[src/hdl/tfc_pkg.sv]
// Constants, register map and state types shared by the timer force/compare control block
package tfc_pkg;

  // ----------------------------------------------------------------
  // Register byte addresses
  // ----------------------------------------------------------------
  localparam logic [7:0] ADDR_FORCE    = 8'h00;
  localparam logic [7:0] ADDR_PIN_EN   = 8'h04;
  localparam logic [7:0] ADDR_CNT_LOW  = 8'h08;
  localparam logic [7:0] ADDR_CNT_HIGH = 8'h0C;
  localparam logic [7:0] ADDR_CONFIG   = 8'h10;
  localparam logic [7:0] ADDR_IRQ_STAT = 8'h14;
  localparam logic [7:0] ADDR_IRQ_MASK = 8'h18;

  // ----------------------------------------------------------------
  // Field positions
  // ----------------------------------------------------------------
  localparam int FORCE_A_BIT   = 7;
  localparam int FORCE_B_BIT   = 6;
  localparam int WGM_LSB       = 0;  // config [3:0]
  localparam int BEH_A_LSB     = 4;  // config [5:4]
  localparam int BEH_B_LSB     = 6;  // config [7:6]
  localparam int IRQ_MATCH_A   = 0;
  localparam int IRQ_MATCH_B   = 1;

  // ----------------------------------------------------------------
  // Reset values
  // ----------------------------------------------------------------
  localparam logic [7:0]  RST_PIN_EN  = 8'h00;
  localparam logic [7:0]  RST_CONFIG  = 8'h00;
  localparam logic [1:0]  RST_IRQ     = 2'h0;
  localparam logic [15:0] RST_COUNTER = 16'h0000;
  localparam logic [7:0]  RST_TEMP    = 8'h00;

  // ----------------------------------------------------------------
  // Waveform settings that are not PWM
  // ----------------------------------------------------------------
  localparam logic [3:0] WGM_NORMAL   = 4'h0;
  localparam logic [3:0] WGM_CTC_A    = 4'h4;
  localparam logic [3:0] WGM_CTC_CAPT = 4'hC;

  // AXI responses
  localparam logic [1:0] RESP_OKAY   = 2'h0;
  localparam logic [1:0] RESP_SLVERR = 2'h2;

  // Compare output behaviour on a match
  typedef enum logic [1:0] {
    TFC_BEH_NONE   = 2'b00,
    TFC_BEH_TOGGLE = 2'b01,
    TFC_BEH_CLEAR  = 2'b10,
    TFC_BEH_SET    = 2'b11
  } tfc_beh_e;

  // Register selected by an address
  typedef enum logic [2:0] {
    TFC_REG_FORCE = 3'b000,
    TFC_REG_PIN   = 3'b001,
    TFC_REG_LOW   = 3'b010,
    TFC_REG_HIGH  = 3'b011,
    TFC_REG_CFG   = 3'b100,
    TFC_REG_STAT  = 3'b101,
    TFC_REG_MASK  = 3'b110,
    TFC_REG_NONE  = 3'b111
  } tfc_reg_e;

endpackage : tfc_pkg

[src/hdl/tfc_cnt_if.sv]
// Interface between the register front end and the 16-bit counter core
`timescale 1ns/1ps
`default_nettype none
interface tfc_cnt_if;
  logic        load;          // CPU write commits a 16-bit value
  logic [15:0] load_value;
  logic        clear_on_a;    // Clear on channel A match mode
  logic [15:0] counter_value;
  logic        match_a;       // Real match pulses, already blocked
  logic        match_b;

  modport ctrl (output load, output load_value, output clear_on_a,
                input counter_value, input match_a, input match_b);
  modport core (input load, input load_value, input clear_on_a,
                output counter_value, output match_a, output match_b);
endinterface : tfc_cnt_if
`default_nettype wire

[src/hdl/tfc_counter.sv]
// 16-bit counter core with compare detection and write blocking
`timescale 1ns/1ps
`default_nettype none
module tfc_counter
  import tfc_pkg::*;
(
  input  wire logic        mclk,
  input  wire logic        rst_n,
  input  wire logic        timer_tick,
  input  wire logic [15:0] chan_a_compare_value,
  input  wire logic [15:0] chan_b_compare_value,
  tfc_cnt_if.core          cnt
);

  typedef struct packed {
    logic [15:0] value;
    logic        block;  // Set by a CPU write, consumed by the next tick
  } tfc_cnt_s;

  tfc_cnt_s s;
  tfc_cnt_s next_s;
  logic     raw_a;
  logic     raw_b;

  // Raw equality, only meaningful on a timer tick
  assign raw_a = timer_tick && (s.value == chan_a_compare_value);
  assign raw_b = timer_tick && (s.value == chan_b_compare_value);

  assign cnt.match_a = raw_a && !s.block;
  assign cnt.match_b = raw_b && !s.block;
  assign cnt.counter_value = s.value;

  // Next state: a CPU load wins over a tick in the same cycle
  always_comb begin
    next_s = s;
    if (cnt.load) begin
      next_s.value = cnt.load_value;
      // Arm the block even when stopped
      next_s.block = 1'b1;
    end else if (timer_tick) begin
      next_s.block = 1'b0;
      if (cnt.clear_on_a && cnt.match_a) begin
        next_s.value = RST_COUNTER;
      end else begin
        next_s.value = s.value + 16'h0001;
      end
    end
  end

  // State register
  always_ff @(posedge mclk) begin
    if (!rst_n) begin
      s <= '{value: RST_COUNTER, block: 1'b0};
    end else begin
      s <= next_s;
    end
  end

endmodule // tfc_counter
`default_nettype wire

[src/hdl/tfc_top.sv]
// Force-compare control, pin enables and counter byte access behind AXI4-Lite
//
// Local design decisions: the register offsets and the AXI4-Lite interface to the registers.
`timescale 1ns/1ps
`default_nettype none
module tfc_top
  import tfc_pkg::*;
(
  input  wire logic        mclk,
  input  wire logic        rst_n,
  // AXI4-Lite slave
  input  wire logic [7:0]  s_axi_awaddr,
  input  wire logic        s_axi_awvalid,
  output logic             s_axi_awready,
  input  wire logic [31:0] s_axi_wdata,
  input  wire logic [3:0]  s_axi_wstrb,
  input  wire logic        s_axi_wvalid,
  output logic             s_axi_wready,
  output logic [1:0]       s_axi_bresp,
  output logic             s_axi_bvalid,
  input  wire logic        s_axi_bready,
  input  wire logic [7:0]  s_axi_araddr,
  input  wire logic        s_axi_arvalid,
  output logic             s_axi_arready,
  output logic [31:0]      s_axi_rdata,
  output logic [1:0]       s_axi_rresp,
  output logic             s_axi_rvalid,
  input  wire logic        s_axi_rready,
  // Timer side
  input  wire logic        timer_tick,
  input  wire logic [15:0] chan_a_compare_value,
  input  wire logic [15:0] chan_b_compare_value,
  output logic [3:0]       chan_a_pins,
  output logic [3:0]       chan_b_pins,
  output logic [3:0]       chan_a_pin_active,
  output logic [3:0]       chan_b_pin_active,
  output logic             irq
);

  // ----------------------------------------------------------------
  // State
  // ----------------------------------------------------------------
  typedef struct packed {
    logic        aw_got;
    logic [7:0]  aw_addr;
    logic        w_got;
    logic [31:0] w_data;
    logic [3:0]  w_strb;
    logic        bvalid;
    logic [1:0]  bresp;
    logic        rvalid;
    logic [1:0]  rresp;
    logic [31:0] rdata;
    logic [7:0]  pin_en;   // compare_pin_enables
    logic [7:0]  config_r; // waveform_gen_setting and output behaviours
    logic [7:0]  temp;     // Shared temporary high byte
    logic        oc_a;     // Internal compare output state
    logic        oc_b;
    logic [1:0]  irq_stat;
    logic [1:0]  irq_mask;
  } tfc_top_s;

  tfc_top_s  s;
  tfc_top_s  next_s;
  tfc_cnt_if cnt_if ();

  logic [3:0] waveform_gen_setting;
  logic [1:0] compare_output_behaviour_a;
  logic [1:0] compare_output_behaviour_b;
  logic       non_pwm;
  logic       do_write;
  logic       ar_take;
  logic [7:0] wbyte;
  tfc_reg_e   wsel;
  tfc_reg_e   rsel;

  // ----------------------------------------------------------------
  // Helpers
  // ----------------------------------------------------------------
  // Address decode, shared by both channels of the bus
  function automatic tfc_reg_e reg_of(input logic [7:0] a);
    if (a == ADDR_FORCE) begin
      return TFC_REG_FORCE;
    end else if (a == ADDR_PIN_EN) begin
      return TFC_REG_PIN;
    end else if (a == ADDR_CNT_LOW) begin
      return TFC_REG_LOW;
    end else if (a == ADDR_CNT_HIGH) begin
      return TFC_REG_HIGH;
    end else if (a == ADDR_CONFIG) begin
      return TFC_REG_CFG;
    end else if (a == ADDR_IRQ_STAT) begin
      return TFC_REG_STAT;
    end else if (a == ADDR_IRQ_MASK) begin
      return TFC_REG_MASK;
    end else begin
      return TFC_REG_NONE;
    end
  endfunction

  // Output state after a match, real or forced
  function automatic logic apply_beh(input logic cur, input logic [1:0] beh);
    case (tfc_beh_e'(beh))
      TFC_BEH_TOGGLE: return !cur;
      TFC_BEH_CLEAR:  return 1'b0;
      TFC_BEH_SET:    return 1'b1;
      default:        return cur;
    endcase
  endfunction

  assign waveform_gen_setting       = s.config_r[WGM_LSB +: 4];
  assign compare_output_behaviour_a = s.config_r[BEH_A_LSB +: 2];
  assign compare_output_behaviour_b = s.config_r[BEH_B_LSB +: 2];
  assign non_pwm = (waveform_gen_setting == WGM_NORMAL) ||
                   (waveform_gen_setting == WGM_CTC_A) ||
                   (waveform_gen_setting == WGM_CTC_CAPT);

  // ----------------------------------------------------------------
  // Bus handshakes
  // ----------------------------------------------------------------
  // Address and data are taken independently; neither while a response waits
  assign s_axi_awready = !s.aw_got && !s.bvalid;
  assign s_axi_wready  = !s.w_got && !s.bvalid;
  assign s_axi_bvalid  = s.bvalid;
  assign s_axi_bresp   = s.bresp;
  assign s_axi_arready = !s.rvalid;
  assign s_axi_rvalid  = s.rvalid;
  assign s_axi_rresp   = s.rresp;
  assign s_axi_rdata   = s.rdata;

  assign do_write = s.aw_got && s.w_got;
  assign ar_take  = s_axi_arvalid && !s.rvalid;
  assign wsel     = reg_of(s.aw_addr);
  assign rsel     = reg_of(s_axi_araddr);
  assign wbyte    = s.w_data[7:0];

  // ----------------------------------------------------------------
  // Counter core
  // ----------------------------------------------------------------
  // Low byte write commits temp as the high byte
  assign cnt_if.load       = do_write && (wsel == TFC_REG_LOW) && s.w_strb[0];
  assign cnt_if.load_value = {s.temp, wbyte};
  // Forced matches never reach this path, so they cannot clear the counter
  assign cnt_if.clear_on_a = (waveform_gen_setting == WGM_CTC_A);

  tfc_counter u_counter (
    .mclk                 (mclk),
    .rst_n                (rst_n),
    .timer_tick           (timer_tick),
    .chan_a_compare_value (chan_a_compare_value),
    .chan_b_compare_value (chan_b_compare_value),
    .cnt                  (cnt_if.core)
  );

  // ----------------------------------------------------------------
  // Next state
  // ----------------------------------------------------------------
  always_comb begin
    next_s = s;

    // Collect write address and data in either order
    if (s_axi_awvalid && s_axi_awready) begin
      next_s.aw_got  = 1'b1;
      next_s.aw_addr = s_axi_awaddr;
    end
    if (s_axi_wvalid && s_axi_wready) begin
      next_s.w_got  = 1'b1;
      next_s.w_data = s_axi_wdata;
      next_s.w_strb = s_axi_wstrb;
    end
    if (s.bvalid && s_axi_bready) begin
      next_s.bvalid = 1'b0;
    end
    if (s.rvalid && s_axi_rready) begin
      next_s.rvalid = 1'b0;
    end

    // Real compare matches change the outputs and latch events
    if (cnt_if.match_a) begin
      next_s.oc_a = apply_beh(s.oc_a, compare_output_behaviour_a);
    end
    if (cnt_if.match_b) begin
      next_s.oc_b = apply_beh(s.oc_b, compare_output_behaviour_b);
    end

    // Register write, one cycle after both halves are held
    if (do_write) begin
      next_s.aw_got = 1'b0;
      next_s.w_got  = 1'b0;
      next_s.bvalid = 1'b1;
      next_s.bresp  = (wsel == TFC_REG_NONE) ? RESP_SLVERR : RESP_OKAY;
      if (s.w_strb[0]) begin
        case (wsel)
          TFC_REG_FORCE: begin
            // Strobes honoured in non-PWM modes only
            if (non_pwm) begin
              if (wbyte[FORCE_A_BIT]) begin
                next_s.oc_a = apply_beh(s.oc_a, compare_output_behaviour_a);
              end
              if (wbyte[FORCE_B_BIT]) begin
                next_s.oc_b = apply_beh(s.oc_b, compare_output_behaviour_b);
              end
            end
          end
          TFC_REG_PIN:  next_s.pin_en = wbyte;
          TFC_REG_HIGH: next_s.temp = wbyte;
          TFC_REG_CFG:  next_s.config_r = wbyte;
          TFC_REG_MASK: next_s.irq_mask = wbyte[1:0];
          TFC_REG_STAT: next_s.irq_stat = s.irq_stat & ~wbyte[1:0];
          default: begin
          end
        endcase
      end
    end

    // Only real matches set status; set wins over clear
    if (cnt_if.match_a) begin
      next_s.irq_stat[IRQ_MATCH_A] = 1'b1;
    end
    if (cnt_if.match_b) begin
      next_s.irq_stat[IRQ_MATCH_B] = 1'b1;
    end

    // Register read, answered at the edge that takes the address
    if (ar_take) begin
      next_s.rvalid = 1'b1;
      next_s.rresp  = RESP_OKAY;
      next_s.rdata  = 32'h0000_0000;
      if (rsel == TFC_REG_FORCE) begin
        next_s.rdata = 32'h0000_0000;
      end else if (rsel == TFC_REG_PIN) begin
        next_s.rdata[7:0] = s.pin_en;
      end else if (rsel == TFC_REG_LOW) begin
        next_s.rdata[7:0] = cnt_if.counter_value[7:0];
        next_s.temp = cnt_if.counter_value[15:8];
      end else if (rsel == TFC_REG_HIGH) begin
        next_s.rdata[7:0] = s.temp;
      end else if (rsel == TFC_REG_CFG) begin
        next_s.rdata[7:0] = s.config_r;
      end else if (rsel == TFC_REG_STAT) begin
        next_s.rdata[1:0] = s.irq_stat;
      end else if (rsel == TFC_REG_MASK) begin
        next_s.rdata[1:0] = s.irq_mask;
      end else begin
        next_s.rresp = RESP_SLVERR;
      end
    end
  end

  // ----------------------------------------------------------------
  // State register
  // ----------------------------------------------------------------
  always_ff @(posedge mclk) begin
    if (!rst_n) begin
      s <= '{aw_got: 1'b0, aw_addr: 8'h00, w_got: 1'b0, w_data: 32'h0000_0000,
             w_strb: 4'h0, bvalid: 1'b0, bresp: RESP_OKAY, rvalid: 1'b0,
             rresp: RESP_OKAY, rdata: 32'h0000_0000, pin_en: RST_PIN_EN,
             config_r: RST_CONFIG, temp: RST_TEMP, oc_a: 1'b0, oc_b: 1'b0,
             irq_stat: RST_IRQ, irq_mask: RST_IRQ};
    end else begin
      s <= next_s;
    end
  end

  // ----------------------------------------------------------------
  // Pins and interrupt
  // ----------------------------------------------------------------
  // Each pin is gated by its own enable, so one channel can feed any subset
  genvar gi;
  generate
    for (gi = 0; gi < 4; gi++) begin : g_pin
      assign chan_a_pins[gi]       = s.oc_a & s.pin_en[gi];
      assign chan_a_pin_active[gi] = s.pin_en[gi] & (compare_output_behaviour_a != TFC_BEH_NONE);
      assign chan_b_pins[gi]       = s.oc_b & s.pin_en[gi+4];
      assign chan_b_pin_active[gi] = s.pin_en[gi+4] & (compare_output_behaviour_b != TFC_BEH_NONE);
    end
  endgenerate

  // Level interrupt while any unmasked event is pending
  assign irq = |(s.irq_stat & s.irq_mask);

endmodule // tfc_top
`default_nettype wire

[config.mk]
export PLATFORM = sky130hd
export DESIGN_NAME = tfc_top
export DESIGN_NICKNAME = d
export VERILOG_FILES = /design/src/hdl/tfc_pkg.sv /design/src/hdl/tfc_cnt_if.sv /design/src/hdl/tfc_counter.sv /design/src/hdl/tfc_top.sv
export SDC_FILE = /design/constraint.sdc
export NUM_CORES = 1
export LEC_CHECK = 0
export BUFFER_PORTS_ARGS = -buffer_cell sky130_fd_sc_hd__buf_2
export CAP_MARGIN = 10
export CORE_MARGIN = 2
export CORE_UTILIZATION = 49
export DETAILED_ROUTE_END_ITERATION = 12
export GPL_ROUTABILITY_DRIVEN = 0
export PLACE_DENSITY = 0.78
export SYNTH_ARGS = -nofsm -noshare
export SYNTH_HDL_FRONTEND = slang
export SYNTH_SLANG_ARGS = --single-unit
[constraint.sdc]
create_clock -name mclk -period 2.8 [get_ports mclk]
set_clock_uncertainty 0.05 [all_clocks]
set_input_delay 0.42 -clock mclk [delete_from_list [all_inputs] [get_ports mclk]]
set_output_delay 0.42 -clock mclk [all_outputs]
set_load 0.02 [all_outputs]
After elaboration in Yosys (flattened, before gate mapping)
Cells that the tools add are included.
- bits in read-only memories: 0
- bits in registers: 80
- output and inout bits: 58
- RAM bits: 0
- input port bits: 92
- logic and storage cells: 179
- memories: 0
- latch bits: 0
- multiplexer cells: 56
- equality and inequality tests: 35
- magnitude comparators: 0
- reductions and logical operators: 47
- add/sub/neg operators: 1
- bitwise gates (word level): 20
- div/mod/pow operators: 0
- shift operators: 0
- $mul: 0
- operator list (kind ; number):
    two-way mux 8 bit ; 9
    equality test 8 x 5 -> 1 bit (second input constant) ; 6
    two-way mux 2 bit ; 19
    two-way mux 35 bit ; 1
    two-way mux 17 bit ; 2
    equality test 16 bit ; 2
    equality test 8 x 4 -> 1 bit (second input constant) ; 4
    two-way mux 14 bit ; 2
    two-way mux 3 bit ; 9
    nonzero test 2 bit ; 11
    equality test 3 bit (second input constant) ; 7
    adder 16 x 1 -> 16 bit (second input constant) ; 1
    bitwise AND 1 bit ; 16
    equality test 8 x 3 -> 1 bit (second input constant) ; 2
    logical NOT 8 bit ; 2
    two-way mux 16 bit ; 1
    logical AND 1 bit ; 15
    AND reduction 3 bit ; 5
    equality test 3 x 2 -> 1 bit (second input constant) ; 4
    two-way mux 1 bit ; 10
    equality test 2 bit (second input constant) ; 4
    logical NOT 1 bit ; 7
    equality test 3 x 1 -> 1 bit (second input constant) ; 2
    logical NOT 3 bit ; 2
    other kinds (11) ; 16

Logic depth before layout (Yosys ltp)
Gate-level depths: netlist of run 1.
- depth after elaboration: 17
- gate-level depth with buffers: 7
- gate-level depth less buffers: 6

Cells and area by module
A second synthesis of run 1 with hierarchy kept.
- cells, all modules: 572
- area total of the unflattened synthesis: 4790.8 µm²
- modules (own cells, without submodules) (module ; area an instance (µm²) ; cells an instance ; instances ; sequential area each (µm²)):
    tfc_top ; 3215.6 ; 382 ; 1 ; 1221.2
    tfc_counter ; 1575.3 ; 190 ; 1 ; 340.3

Worst setup path after synthesis of run 1
No wires, ideal clock.
- path type: in2reg
- start point: input s_axi_araddr[1]
- end point: register s, in the netlist cnt_if.load_value[13]
- arrival time: 1.902 ns
- setup time: 0.132 ns
- slack: 0.717 ns
- required time: 2.618 ns
- stages: 6
- buffers on the path: 1
- cells stage by stage: or4_1 > nor3_1 > nand4b_1 > clkbuf_1 > o21ai_0 > a21oi_1
- cells in the longest elaborated chain, start to end: 13
- elaborated cells on any way between the ends: 21
- those cells by class: eq/ne (8); mux (11); reduce/logical (2)
- ends and longest elaborated chain (what ; line ; source):
    start: declaration ; tfc_top.sv:22 ; input wire logic [7:0] s_axi_araddr,
    equality test 8 x 5 -> 1 bit ; tfc_top.sv:94 ; end else if (a == ADDR_IRQ_MASK) begin
    two-way mux 1 bit ; tfc_top.sv:94 ;
    two-way mux 2 bit ; tfc_top.sv:92 ; end else if (a == ADDR_IRQ_STAT) begin
    two-way mux 2 bit ; tfc_top.sv:90 ; end else if (a == ADDR_CONFIG) begin
    two-way mux 3 bit ; tfc_top.sv:88 ; end else if (a == ADDR_CNT_HIGH) begin
    two-way mux 3 bit ; tfc_top.sv:86 ; end else if (a == ADDR_CNT_LOW) begin
    two-way mux 3 bit ; tfc_top.sv:84 ; end else if (a == ADDR_PIN_EN) begin
    two-way mux 3 bit * ; tfc_top.sv:82 ; if (a == ADDR_FORCE) begin
    equality test 3 x 2 -> 1 bit ; tfc_top.sv:233 ; end else if (rsel == TFC_REG_LOW) begin
    two-way mux 8 bit ; tfc_top.sv:233 ;
    two-way mux 8 bit ; tfc_top.sv:231 ; end else if (rsel == TFC_REG_PIN) begin
    two-way mux 8 bit * ; tfc_top.sv:229 ; if (rsel == TFC_REG_FORCE) begin
    two-way mux 8 bit * ; tfc_top.sv:225 ; if (ar_take) begin
    end signal: assignment ; tfc_top.sv:255 ; s <= '{aw_got: 1'b0, aw_addr: 8'h00, w_got: 1'b0, w_data: 32'h0000_0000,
    end signal: assignment ; tfc_top.sv:261 ; s <= next_s;
    end: declaration ; tfc_top.sv:63 ; tfc_top_s s;
Mark *: on every way between the ends. The rest lies on a longest branch, timed or not.
A chain may end at the register's enable or synchronous reset.

Worst setup path in the final report of run 1
- start point: register s[112] in the netlist's numbering
- end point: register u_counter.s, in the netlist u_counter.cnt.counter_value[11]
- cells in the longest elaborated chain, start to end: 12
- elaborated cells on any way between the ends: 19
- those cells by class: eq/ne (7); mux (8); reduce/logical (4)
- ends and longest elaborated chain (what ; line ; source):
    equality test 8 x 5 -> 1 bit ; tfc_top.sv:94 ;
    two-way mux 1 bit ; tfc_top.sv:94 ;
    two-way mux 2 bit ; tfc_top.sv:92 ;
    two-way mux 2 bit ; tfc_top.sv:90 ;
    two-way mux 3 bit ; tfc_top.sv:88 ;
    two-way mux 3 bit ; tfc_top.sv:86 ;
    two-way mux 3 bit ; tfc_top.sv:84 ;
    two-way mux 3 bit * ; tfc_top.sv:82 ;
    equality test 3 x 2 -> 1 bit * ; tfc_top.sv:141 ; assign cnt_if.load = do_write && (wsel == TFC_REG_LOW) && s.w_strb[0];
    logical AND 1 bit * (2 in series) ; tfc_top.sv:141 ;
    two-way mux 17 bit or nonzero test 2 bit (tied branches) ; n/a ;
    end signal: assignment ; tfc_counter.sv:53 ; s <= '{value: RST_COUNTER, block: 1'b0};
    end signal: assignment ; tfc_counter.sv:55 ; s <= next_s;
    end: declaration ; tfc_counter.sv:20 ; tfc_cnt_s s;
Marks and branches as above.

==> metrics.log, run 1 <==
[metrics] Worst Hold Margin: 0.203 ns
[metrics] biggest fanout along the worst timing path: 16
[metrics] Seq. cell area: around 1600 um^2
[metrics] setup repair after global routing missed its margin: no
[metrics] 1st-pass router iterations: 5
[metrics] via count of the first global-routing pass: ~4000
[metrics] required time at the worst-slack endpoint: 2.97 ns
[metrics] I/O pin count: 150
[metrics] final hold violations: 0
[metrics] Synthesis Warnings: 0
[metrics] reg2reg path depth: 6
[metrics] max_cap viols: 0
[metrics] leakage dissipation: about 2.3 nW
[metrics] wire length per cell: 16.4 um
[metrics] fraction of synthesized cell area taken by the top area cell type: about a third
[metrics] sequential group share of total power: a little over half
[metrics] Hold Path Cell Cnt: 2
[metrics] total negative slack: 0 ns
[metrics] clock slew at reported path FFs: around 0.080 ns
[metrics] DRC violation count after routing: 0
[metrics] Die Wd: 101 um
[metrics] nets@finish: 740
[metrics] latest clock arrival within the worst-skew pair: 0.35 ns
[metrics] type of element launching the critical path: flip-flop
[metrics] share of synthesized area occupied by flip-flops and latches: between 30% and 40%
[metrics] maximum number of pins on one net before global-route repair: 45
[metrics] most frequently used flop master after synthesis: dfxtp_1
[metrics] cell taking the most area after synthesis: dfxtp_1
[metrics] worst min-delay path category: primary input to flip-flop
[metrics] Area growth syn-to-layout: 11.1%
[metrics] largest voltage drop on the vdd net: 0.255 mV
[metrics] wire length of the first global-routing pass: 19.5 mm
[metrics] total power density per cell area: 441 nW/um^2
[metrics] initial core utilization: around half
[metrics] area post-placement: slightly below 5000 um^2
[metrics] GRT overflow: 0
[metrics] quantity of I/O buffers inserted on ports: 96
[metrics] share of final-layout standard cells stronger than drive strength 1: 19.2%
[metrics] number of cells upsized or downsized after cts: 0
[metrics] upper clock frequency limit: 430 MHz
[metrics] multi-input combinational cell area: between 2000 and 3000 um^2
[metrics] share of flip-flops with an asynchronous set or reset after synthesis: 0%
[metrics] initial antenna violation count: 0
[metrics] Vert. Die Dim: 101 um
[metrics] DIE AREA: 10200 um^2
[metrics] most common cell in the netlist: dfxtp_1
[metrics] # rows: 35
[metrics] worst rel slew slack: between 50% and 60%
[metrics] combinational power share: approximately an eighth
[metrics] Via density: 5.78
[metrics] number of flip-flops and latches in the synthesized netlist: 78
[metrics] drt initial violations: 298
[metrics] sink count of the clock tree: roughly 80
[metrics] kind of critical path: flip-flop to flip-flop
[metrics] crit end category: flip-flop
[metrics] cell types with the highest counts after synthesis: dfxtp_1, a21oi_1, nand2_1
[metrics] clock tree from TritonCTS: done
[metrics] Worst EP arrival: ~2.5 ns
[metrics] final non-filler cell area: 5120 um^2
[metrics] main area contributors after synthesis: dfxtp_1, a21oi_1, xor2_1
[metrics] Post-Route WL: 12.5 mm
[metrics] number of distinct library cells after synthesis: 53
[metrics] Tcrit/Tclk final: 83.0%
[metrics] post-synthesis instance area: 4610 um^2
[metrics] gr usage total: approximately a quarter
[metrics] buffer cell driving the clock tree root: clkbuf_8
[metrics] setup violators final: 0
[metrics] Switching Share: a little over a quarter
[metrics] number of enable flip-flop cells after synthesis: 0
[metrics] level count of the clock H-tree: 3
[metrics] total count of max-transition violations in the final report: 0
[metrics] number of diodes: 0
[metrics] hold-fix buffers at CTS: 0
[metrics] minimum period implied by the final worst setup slack: 2.32 ns
[metrics] sum of net half-perimeters after detailed placement: 9.16 mm
[metrics] Avg Inst Size Synth: 7.89 um^2
[metrics] Power Internal: 0.00164 W
[metrics] power spent charging and discharging nets: between 0.0006 and 0.0007 W
[metrics] transition time at the pin with the least slew margin: 0.643 ns
[metrics] Inserted Clock Buffers: 9
[metrics] run status: complete, no violations
[metrics] cell count after synthesis: 584
[metrics] number of inserted filler cells in the final layout: between 800 and 900
[metrics] Post CTS Setup Buffer Count: 0
[metrics] maximum root-to-sink buffer count: 2
[metrics] Clock Power Share: 35.4%
[metrics] Antenna Violating Nets Remaining: 0
[metrics] Std-Cell Core Area: 9200 um^2
[metrics] vias post-DR: 4408
[power by group through the flow]
| stage | clock network [W] | logic [W] | registers [W] |
|---|---|---|---|
| 3_3_place_gp | 0 | 0.000266 | 0.00121 |
| 3_5_place_dp | 0 | 0.000272 | 0.00121 |
| 6_report | 0.000800 | 0.000276 | 0.00118 |
| 4_1_cts | 0.000809 | 0.000273 | 0.00118 |
| 2_1_floorplan | 0 | 0.000217 | 0.00119 |
| 5_1_grt | 0.000856 | 0.000305 | 0.00119 |
[cell usage in the layout, fill, tap and decap left out, types with 3 or more instances in the layout]
cell	instances
buf_2	96
dfxtp_1	78
nand2_1	69
a21oi_1	69
nor2_1	39
xor2_1	35
mux2i_1	28
conb_1	26
o21ai_0	25
nor2b_1	13
nand3_1	13
nand2b_1	12
and2_1	11
xnor2_1	11
nor3_1	10
nand4_1	10
o32ai_1	10
clkbuf_8	9
nor4_1	8
inv_1	7
o211ai_1	7
buf_4	7
o22ai_1	6
nand3b_1	4
nand4b_1	3
a31oi_1	3
[critical path: stages, from the launching register on]
cell,delay [ns]
dfxtp_1,0.32
or4_4,0.57
nor4_4,0.30
buf_4,0.28
nand2_2,0.17
nand3_1,0.34
o32ai_1,0.15
[metal layers]
layer / up-vias / routed length, um / GRT usage [%]
li1: 2101 / - / -
met1: 2053 / 5240 / 32.3
met2: 228 / 5880 / 39.0
met3: 26 / 1030 / 5.76
met4: 0 / 313 / 8.52
met5: - / 0 / 0
[final cells by class]
class	instances	area share [%]
Inverter	8	0.586
Timing Repair Buffer	103	10.4
Tap cell	111	2.71
Clock buffer	11	2.56
Clock inverter	4	0.953
Sequential cell	78	30.5
Multi-Input combinational cell	447	52.3
[state kept, by name, indices dropped and copies added, names as in the netlist]
name and flops:
cnt_if.load_value 16, compare_output_behaviour_b 2, s_axi_rresp 1, s_axi_bvalid 1, s_axi_rdata 8, compare_output_behaviour_a 2, s 29, u_counter.cnt.counter_value 16
s_axi_bresp 1, u_counter.s 1, s_axi_rvalid 1
[stage by stage]
| stage | setup WS [ns] | power (W) | std cells | utilization [%] |
|---|---|---|---|---|
| 3_3_place_gp | 0.565 | 0.00147 | 747 | 53.7 |
| 6_report | 0.477 | 0.00226 | 762 | 55.7 |
| 2_1_floorplan | 0.717 | 0.00140 | 609 | - |
| 3_5_place_dp | 0.517 | 0.00148 | 747 | 53.7 |
| 5_1_grt | 0.303 | 0.00235 | 762 | 55.7 |
| 4_1_cts | 0.509 | 0.00226 | 762 | 55.7 |
[path summary, 6_finish.rpt]
kind                             from                                      endpoint  slack, ns
setup / recovery  s[112]$_SDFFE_PN0P_  u_counter.cnt.counter_value[11]$_SDFFE_PN0P_       0.48
hold / removal           s_axi_rready                     s_axi_rvalid$_SDFFE_PN0P_       0.20
setup reg to reg  s[112]$_SDFFE_PN0P_  u_counter.cnt.counter_value[11]$_SDFFE_PN0P_       0.48
hold reg to reg   s[106]$_SDFFE_PN0P_                           s[106]$_SDFFE_PN0P_       0.41
[logic make-up after synthesis]
group	synth area share, %
mux	6.08
flops	33.9
buf+inv	10.1
other cells	0.0813
simple gates	23.4
compound gates	17.4
xor+xnor	8.74
fa+ha+maj	0.271
No activity file was read; power rests on OpenSTA's default activity.
==> inputs of run 2 (changes only) <==
==> constraint.sdc (replaced) <==
create_clock -name mclk -period 2.3 [get_ports mclk]
set_clock_uncertainty 0.05 [all_clocks]
set_input_delay 0.345 -clock mclk [delete_from_list [all_inputs] [get_ports mclk]]
set_output_delay 0.345 -clock mclk [all_outputs]
set_load 0.02 [all_outputs]
==> run 2 against run 1 <==
Sequential power increased by 22%. Wire length rose by 3.0%. Final cell count up 2.8%. Largest cell class unchanged. Highest routed layer unchanged.
==> metrics.log, run 2 (synthesized netlist as in run 1, its figures left out) <==
[metrics] final hold violations: 0 (unchanged)
[metrics] largest register by flop count: s
[metrics] Clock Power Share: 40.6% (+5.2 points)
[metrics] # rows: 35 (unchanged)
[metrics] required time at the worst-slack endpoint: 2.48 ns (-0.49 ns)
[metrics] initial core utilization: 50.1% (unchanged)
[metrics] Inserted Clock Buffers: 9 (unchanged)
[metrics] power spent charging and discharging nets: 0.000781 W (+26%)
[metrics] Via density: 5.74 (-0.78%)
[metrics] level count of the clock H-tree: 3 (unchanged)
[metrics] endpoint of the most critical register-to-register path: u_counter.cnt.counter_value[8]$_SDFFE_PN0P_
[metrics] drt initial violations: 381 (+28%)
[metrics] number of diodes: 0 (unchanged)
[metrics] DRC violation count after routing: 0 (unchanged)
[metrics] Final Instance Count excl. Fillers: 783 (+2.8%)
[metrics] max_cap viols: 0 (unchanged)
[metrics] Post CTS Setup Buffer Count: 0 (unchanged)
[metrics] share of final-layout standard cells stronger than drive strength 1: 21.6% (+2.4 points)
[metrics] vias post-DR: 4494 (+2.0%)
[metrics] most common cell after layout, fill and taps aside: buf_2
[metrics] wire length per cell: 16.4 um (+0.22%)
[metrics] gr usage total: 25.4% (+0.97 points)
[metrics] 1st-pass router iterations: 5 (unchanged)
[metrics] clock slew at reported path FFs: 0.08 ns (about the same)
[metrics] buffer cell driving the clock tree root: clkbuf_8
[metrics] largest voltage drop on the vdd net: 0.405 mV (+59%)
[metrics] hold-fix buffers at CTS: 0 (unchanged)
[metrics] Area growth syn-to-layout: 16.0%
[metrics] Antenna Violating Nets Remaining: 0 (unchanged)
[metrics] leakage dissipation: 2.41 nW (+5.7%)
[metrics] minimum period implied by the final worst setup slack: 2.14 ns (-0.179 ns)
[metrics] reg2reg path depth: 6 (unchanged)
[metrics] sequential group share of total power: 47.7% (-4.7 points)
[metrics] nets@finish: 760 (+2.7%)
[metrics] Std-Cell Core Area: 9200 um^2 (unchanged)
[metrics] latest clock arrival within the worst-skew pair: 0.36 ns (about the same)
[metrics] I/O pin count: 150 (unchanged)
[metrics] via count of the first global-routing pass: 4065 (+2.1%)
[metrics] total power density per cell area: 563 nW/um^2 (+28%)
[metrics] upper clock frequency limit: 466 MHz (+8.4%)
[metrics] setup slack on the worst flop-to-flop path: 0.16 ns (-0.32 ns)
[metrics] total negative slack: 0 ns (unchanged)
[metrics] instance count after placement with tap cells included: 767 (+2.7%)
[metrics] sum of net half-perimeters after detailed placement: 9.33 mm (+1.8%)
[metrics] final cell utilization of the core: 58.1% (+2.4 points)
[metrics] setup violators final: 0 (unchanged)
[metrics] launching element of the worst setup path: s[112]$_SDFFE_PN0P_
[metrics] DIE AREA: 10200 um^2 (unchanged)
[metrics] wire length of the first global-routing pass: 20.3 mm (+3.9%)
[metrics] number of inserted filler cells in the final layout: 840 (-4.9%)
[metrics] clock tree from TritonCTS: done
[metrics] Switching Share: 25.9% (-1.4 points)
[metrics] combinational power share: 11.6% (-0.6 points)
[metrics] number of flip-flops in the largest register: 29 (unchanged)
[metrics] Power Internal: 0.00223 W (+36%)
[metrics] total count of max-transition violations in the final report: 0 (unchanged)
[metrics] capturing instance or port of the critical path: u_counter.cnt.counter_value[8]$_SDFFE_PN0P_
[metrics] quantity of I/O buffers inserted on ports: 96 (unchanged)
[metrics] GRT overflow: 0 (unchanged)
[metrics] sink count of the clock tree: 78 (unchanged)
[metrics] setup repair after global routing missed its margin: no
[metrics] type of element launching the critical path: flip-flop
[metrics] most frequent cells in the layout: buf_2, dfxtp_1, nand2_1, a21oi_1, nor2_1
[metrics] kind of critical path: flip-flop to flip-flop
[metrics] biggest fanout along the worst timing path: 8 (-8)
[metrics] Worst EP arrival: 2.33 ns (-0.17 ns)
[metrics] maximum root-to-sink buffer count: 2 (unchanged)
[metrics] crit end category: flip-flop
[metrics] Worst Hold Margin: 0.111 ns (-0.0914 ns)
[metrics] number of cells upsized or downsized after cts: 0 (unchanged)
[metrics] Tcrit/Tclk final: 93.2% (+10 points)
[metrics] startpoint of the lowest-slack register-to-register path: s[112]$_SDFFE_PN0P_
[metrics] multi-input combinational cell area: 2680 um^2 (unchanged)
[metrics] worst min-delay path category: primary input to flip-flop
[metrics] Die Wd: 101 um (unchanged)
[metrics] maximum number of pins on one net before global-route repair: 42 (-6.7%)
[metrics] initial antenna violation count: 0 (unchanged)
[metrics] run status: complete, no violations
[metrics] Seq. cell area: 1560 um^2 (unchanged)
[metrics] Post-Route WL: 12.8 mm (+3.0%)
[metrics] Vert. Die Dim: 101 um (unchanged)
-- run 2: area by class of cell --
class	instances	area share, %
repair buffers	123	13.2
well taps	111	2.60
multi-input cells	447	50.1
flip-flops and latches	78	29.2
inverters	8	0.562
clock buffers	12	2.53
clock inverters	4	1.78
-- run 2: worst min-delay path by stage --
stage                                        endpoint  cells after the start                         from
after floorplan           s_axi_rdata[2]$_SDFFE_PN0P_                      2  s_axi_rdata[2]$_SDFFE_PN0P_
after global placement    s_axi_rdata[4]$_SDFFE_PN0P_                      2  s_axi_rdata[4]$_SDFFE_PN0P_
after detailed placement          s[110]$_SDFFE_PN0P_                      2          s[110]$_SDFFE_PN0P_
after CTS                   s_axi_rvalid$_SDFFE_PN0P_                      2                 s_axi_rready
after global routing        s_axi_rvalid$_SDFFE_PN0P_                      2                 s_axi_rready
final                       s_axi_rvalid$_SDFFE_PN0P_                      2                 s_axi_rready
-- run 2: critical path: stages, from the launching register on --
cell and delay [ns]:
dfxtp_1 0.32, or4_4 0.57, nor4_4 0.33, buf_4 0.21, nand2_2 0.05, nand3_1 0.30
o32ai_1 0.17
-- run 2: stage by stage --
stage                     power (W)  area (um^2)  worst slack [ns]
after floorplan             0.00171         4700             0.292
after global placement      0.00180         5120             0.259
after detailed placement    0.00181         5120             0.206
after CTS                   0.00302         5350             0.196
after global routing        0.00311         5350            0.0429
final                       0.00301         5350             0.156
-- run 2: metal layers --
metal | up-vias | GRT usage, % | part of all wire (%)
met2 | 257 | 40.3 | 46
met1 | 2060 | 34.5 | 42
met3 | 29 | 5.13 | 9.6
li1 | 2148 | - | -
met4 | 0 | 8.63 | 2.5
met5 | - | 0 | 0
-- run 2: power groups by stage --
stage	registers (W)	logic [W]	clock network, W
floorplan	0.00144	0.000264	0
global placement	0.00147	0.000336	0
detailed placement	0.00147	0.000345	0
CTS	0.00144	0.000347	0.00124
global route	0.00144	0.000385	0.00128
finish	0.00144	0.000350	0.00122
==> inputs of run 3 (changes only) <==
--- a/config.mk
+++ b/config.mk
@@ -11,6 +11,7 @@
 export CORE_UTILIZATION = 49
 export DETAILED_ROUTE_END_ITERATION = 12
 export GPL_ROUTABILITY_DRIVEN = 0
+export GPL_TIMING_DRIVEN = 0
 export PLACE_DENSITY = 0.78
 export SYNTH_ARGS = -nofsm -noshare
 export SYNTH_HDL_FRONTEND = slang
==> run 3 against run 2 <==
Sequential share of layout area shrank 1.2 points. Via count is 3.5% higher. Highest routed layer unchanged. Utilization up 2.5 points.
==> metrics.log, run 3 (synthesized netlist as in run 1, its figures left out) <==
[metrics] nets@finish: 804 (+5.8%)
[metrics] final hold violations: 0 (unchanged)
[metrics] Die Wd: 101 um (unchanged)
[metrics] maximum root-to-sink buffer count: 2 (unchanged)
[metrics] 1st-pass router iterations: 5 (unchanged)
[metrics] crit end category: flip-flop
[metrics] Antenna Violating Nets Remaining: 0 (unchanged)
[metrics] buffer cell driving the clock tree root: clkbuf_8
[metrics] endpoint of the most critical register-to-register path: u_counter.cnt.counter_value[0]$_SDFFE_PN0P_
[metrics] Hold Path Cell Cnt: 2 (unchanged)
[metrics] Worst EP arrival: 2.35 ns (+0.02 ns)
[metrics] Area growth syn-to-layout: 21.0%
[metrics] largest voltage drop on the vdd net: 0.323 mV (-20%)
[metrics] destination of the worst hold path: s_axi_rvalid$_SDFFE_PN0P_
[metrics] final cell utilization of the core: 60.7% (+2.5 points)
[metrics] startpoint of the lowest-slack register-to-register path: u_counter.cnt.counter_value[0]$_SDFFE_PN0P_
[metrics] setup repair after global routing missed its margin: no
[metrics] leakage dissipation: 2.55 nW (+5.8%)
[metrics] run status: complete, no violations
[metrics] CP max stage cell: dfxtp_1
[metrics] maximum number of pins on one net before global-route repair: 15 (-64%)
[metrics] level count of the clock H-tree: 3 (unchanged)
[metrics] setup violators final: 0 (unchanged)
[metrics] initial core utilization: 50.1% (unchanged)
[metrics] initial antenna violation count: 0 (unchanged)
[metrics] CP Cell Sequence: xor2_1, nor4_1, nand3_1, nor3_4, clkbuf_2, o32ai_1
[metrics] latest clock arrival within the worst-skew pair: 0.36 ns (about the same)
[metrics] clock tree from TritonCTS: done
[metrics] worst rel slew slack: 57.8%
[metrics] setup slack on the worst flop-to-flop path: 0.11 ns (-0.04 ns)
[metrics] Worst Hold Margin: 0.120 ns (+0.00803 ns)
[metrics] minimum period implied by the final worst setup slack: 2.19 ns (+0.0436 ns)
[metrics] total count of max-transition violations in the final report: 0 (unchanged)
[metrics] worst min-delay path category: primary input to flip-flop
[metrics] kind of critical path: flip-flop to flip-flop
[metrics] wire length of the first global-routing pass: 20.6 mm (+1.6%)
[metrics] Via density: 5.62 (-2.0%)
[metrics] largest stage delay on the critical path: 0.58 ns (about the same)
[metrics] quantity of I/O buffers inserted on ports: 94 (-2.1%)
[metrics] via count of the first global-routing pass: 4226 (+4.0%)
[metrics] upper clock frequency limit: 457 MHz (-2.0%)
[metrics] vias post-DR: 4650 (+3.5%)
[metrics] Std-Cell Core Area: 9200 um^2 (unchanged)
[metrics] Vert. Die Dim: 101 um (unchanged)
[metrics] most frequent cells in the layout: buf_2, dfxtp_1, nand2_1, a21oi_1, buf_4
[metrics] sum of net half-perimeters after detailed placement: 9.83 mm (+5.4%)
[metrics] biggest fanout along the worst timing path: 10 (+2)
[metrics] largest register by flop count: s
[metrics] required time at the worst-slack endpoint: 2.46 ns (-0.02 ns)
[metrics] Inserted Clock Buffers: 9 (unchanged)
[metrics] sink count of the clock tree: 78 (unchanged)
[metrics] clock slew at reported path FFs: 0.08 ns (about the same)
[metrics] Tcrit/Tclk final: 95.1% (+1.9 points)
[metrics] DIE AREA: 10200 um^2 (unchanged)
[metrics] GRT overflow: 0 (unchanged)
[metrics] max_cap viols: 0 (unchanged)
[metrics] launching element of the worst setup path: u_counter.cnt.counter_value[0]$_SDFFE_PN0P_
[metrics] # rows: 35 (unchanged)
[metrics] number of flip-flops in the largest register: 29 (unchanged)
[metrics] reg2reg path depth: 6 (unchanged)
[metrics] Min-Delay Startpoint: s_axi_rready
[metrics] Buffers & Inverters on Critical Path: 1 (unchanged)
[metrics] type of element launching the critical path: flip-flop
[metrics] gr usage total: 25.5% (+0.091 points)
[metrics] total power density per cell area: 541 nW/um^2 (-4.0%)
[metrics] transition time at the pin with the least slew margin: 0.631 ns
[metrics] DRC violation count after routing: 0 (unchanged)
[metrics] I/O pin count: 150 (unchanged)
[metrics] number of diodes: 0 (unchanged)
[metrics] share of final-layout standard cells stronger than drive strength 1: 23.6% (+2.0 points)
[metrics] cell class contributing the biggest share of worst-path delay: simple AND/OR/NAND/NOR gates
[metrics] drt initial violations: 411 (+7.9%)
[metrics] wire length per cell: 16.0 um (-2.7%)
[metrics] most common cell after layout, fill and taps aside: buf_2
[metrics] Post-Route WL: 13.2 mm (+2.8%)
run 3: cell type report:
| type | instances | area, um^2 |
|---|---|---|
| well taps | 111 | 139 |
| multi-input cells | 447 | 2700 |
| flip-flops and latches | 78 | 1560 |
| clock buffers | 10 | 138 |
| clock inverters | 6 | 92.6 |
| fillers | 824 | 3620 |
| repair buffers | 99 | 508 |
| plain buffers | 68 | 405 |
| inverters | 8 | 30.0 |
run 3: worst max-delay path by stage:
stage,endpoint,cells after the start
after floorplan,cnt_if.load_value[13]$_SDFF_PN0_,6
after global placement,u_counter.cnt.counter_value[13]$_SDFFE_PN0P_,7
after detailed placement,u_counter.cnt.counter_value[13]$_SDFFE_PN0P_,7
after CTS,u_counter.cnt.counter_value[15]$_SDFFE_PN0P_,5
after global routing,u_counter.cnt.counter_value[14]$_SDFFE_PN0P_,6
final,u_counter.cnt.counter_value[0]$_SDFFE_PN0P_,6
run 3: power breakdown:
part           switching, W  internal (W)
combinational      0.000236      0.000158
sequential        0.0000563       0.00138
clock              0.000536      0.000648
run 3: routing by layer:
| layer | GRT usage (%) | share of wire (%) | up-vias |
|---|---|---|---|
| met5 | 0 | 0 | - |
| met4 | 6.65 | 2.2 | 0 |
| met3 | 5.62 | 9.3 | 33 |
| met2 | 40.9 | 46 | 249 |
| met1 | 34.8 | 43 | 2129 |
| li1 | - | - | 2239 |
run 3: through the flow:
step,power (W),setup WS [ns],cell area (um^2),std cells,TNS (ns)
6_report,0.00302,0.112,5580,827,0
5_1_grt,0.00311,0.00122,5580,827,0
4_1_cts,0.00300,0.0399,5560,828,0
3_5_place_dp,0.00185,-0.561,5310,814,-6.62
3_3_place_gp,0.00184,-0.526,5310,814,-5.92
2_1_floorplan,0.00171,0.292,4700,609,0
run 3: timing repair:
| item | in CTS | in global routing |
|---|---|---|
| hold buffers | 0 | 0 |
| pin swaps | 3 | 1 |
| endpoints found under the setup margin | 16 | 32 |
| resized for setup | 4 | 3 |
| buffers inserted | 1 | 4 |
| hold endpoints to repair | 0 | 0 |
run 3: worst register-to-register path, delay by kind of cell (launching register included):
| kind | cells | cell delay [ns] |
|---|---|---|
| simple gates | 3 | 0.87 |
| flops | 1 | 0.58 |
| buf+inv | 1 | 0.29 |
| compound gates | 1 | 0.14 |
| xor+xnor | 1 | 0.12 |
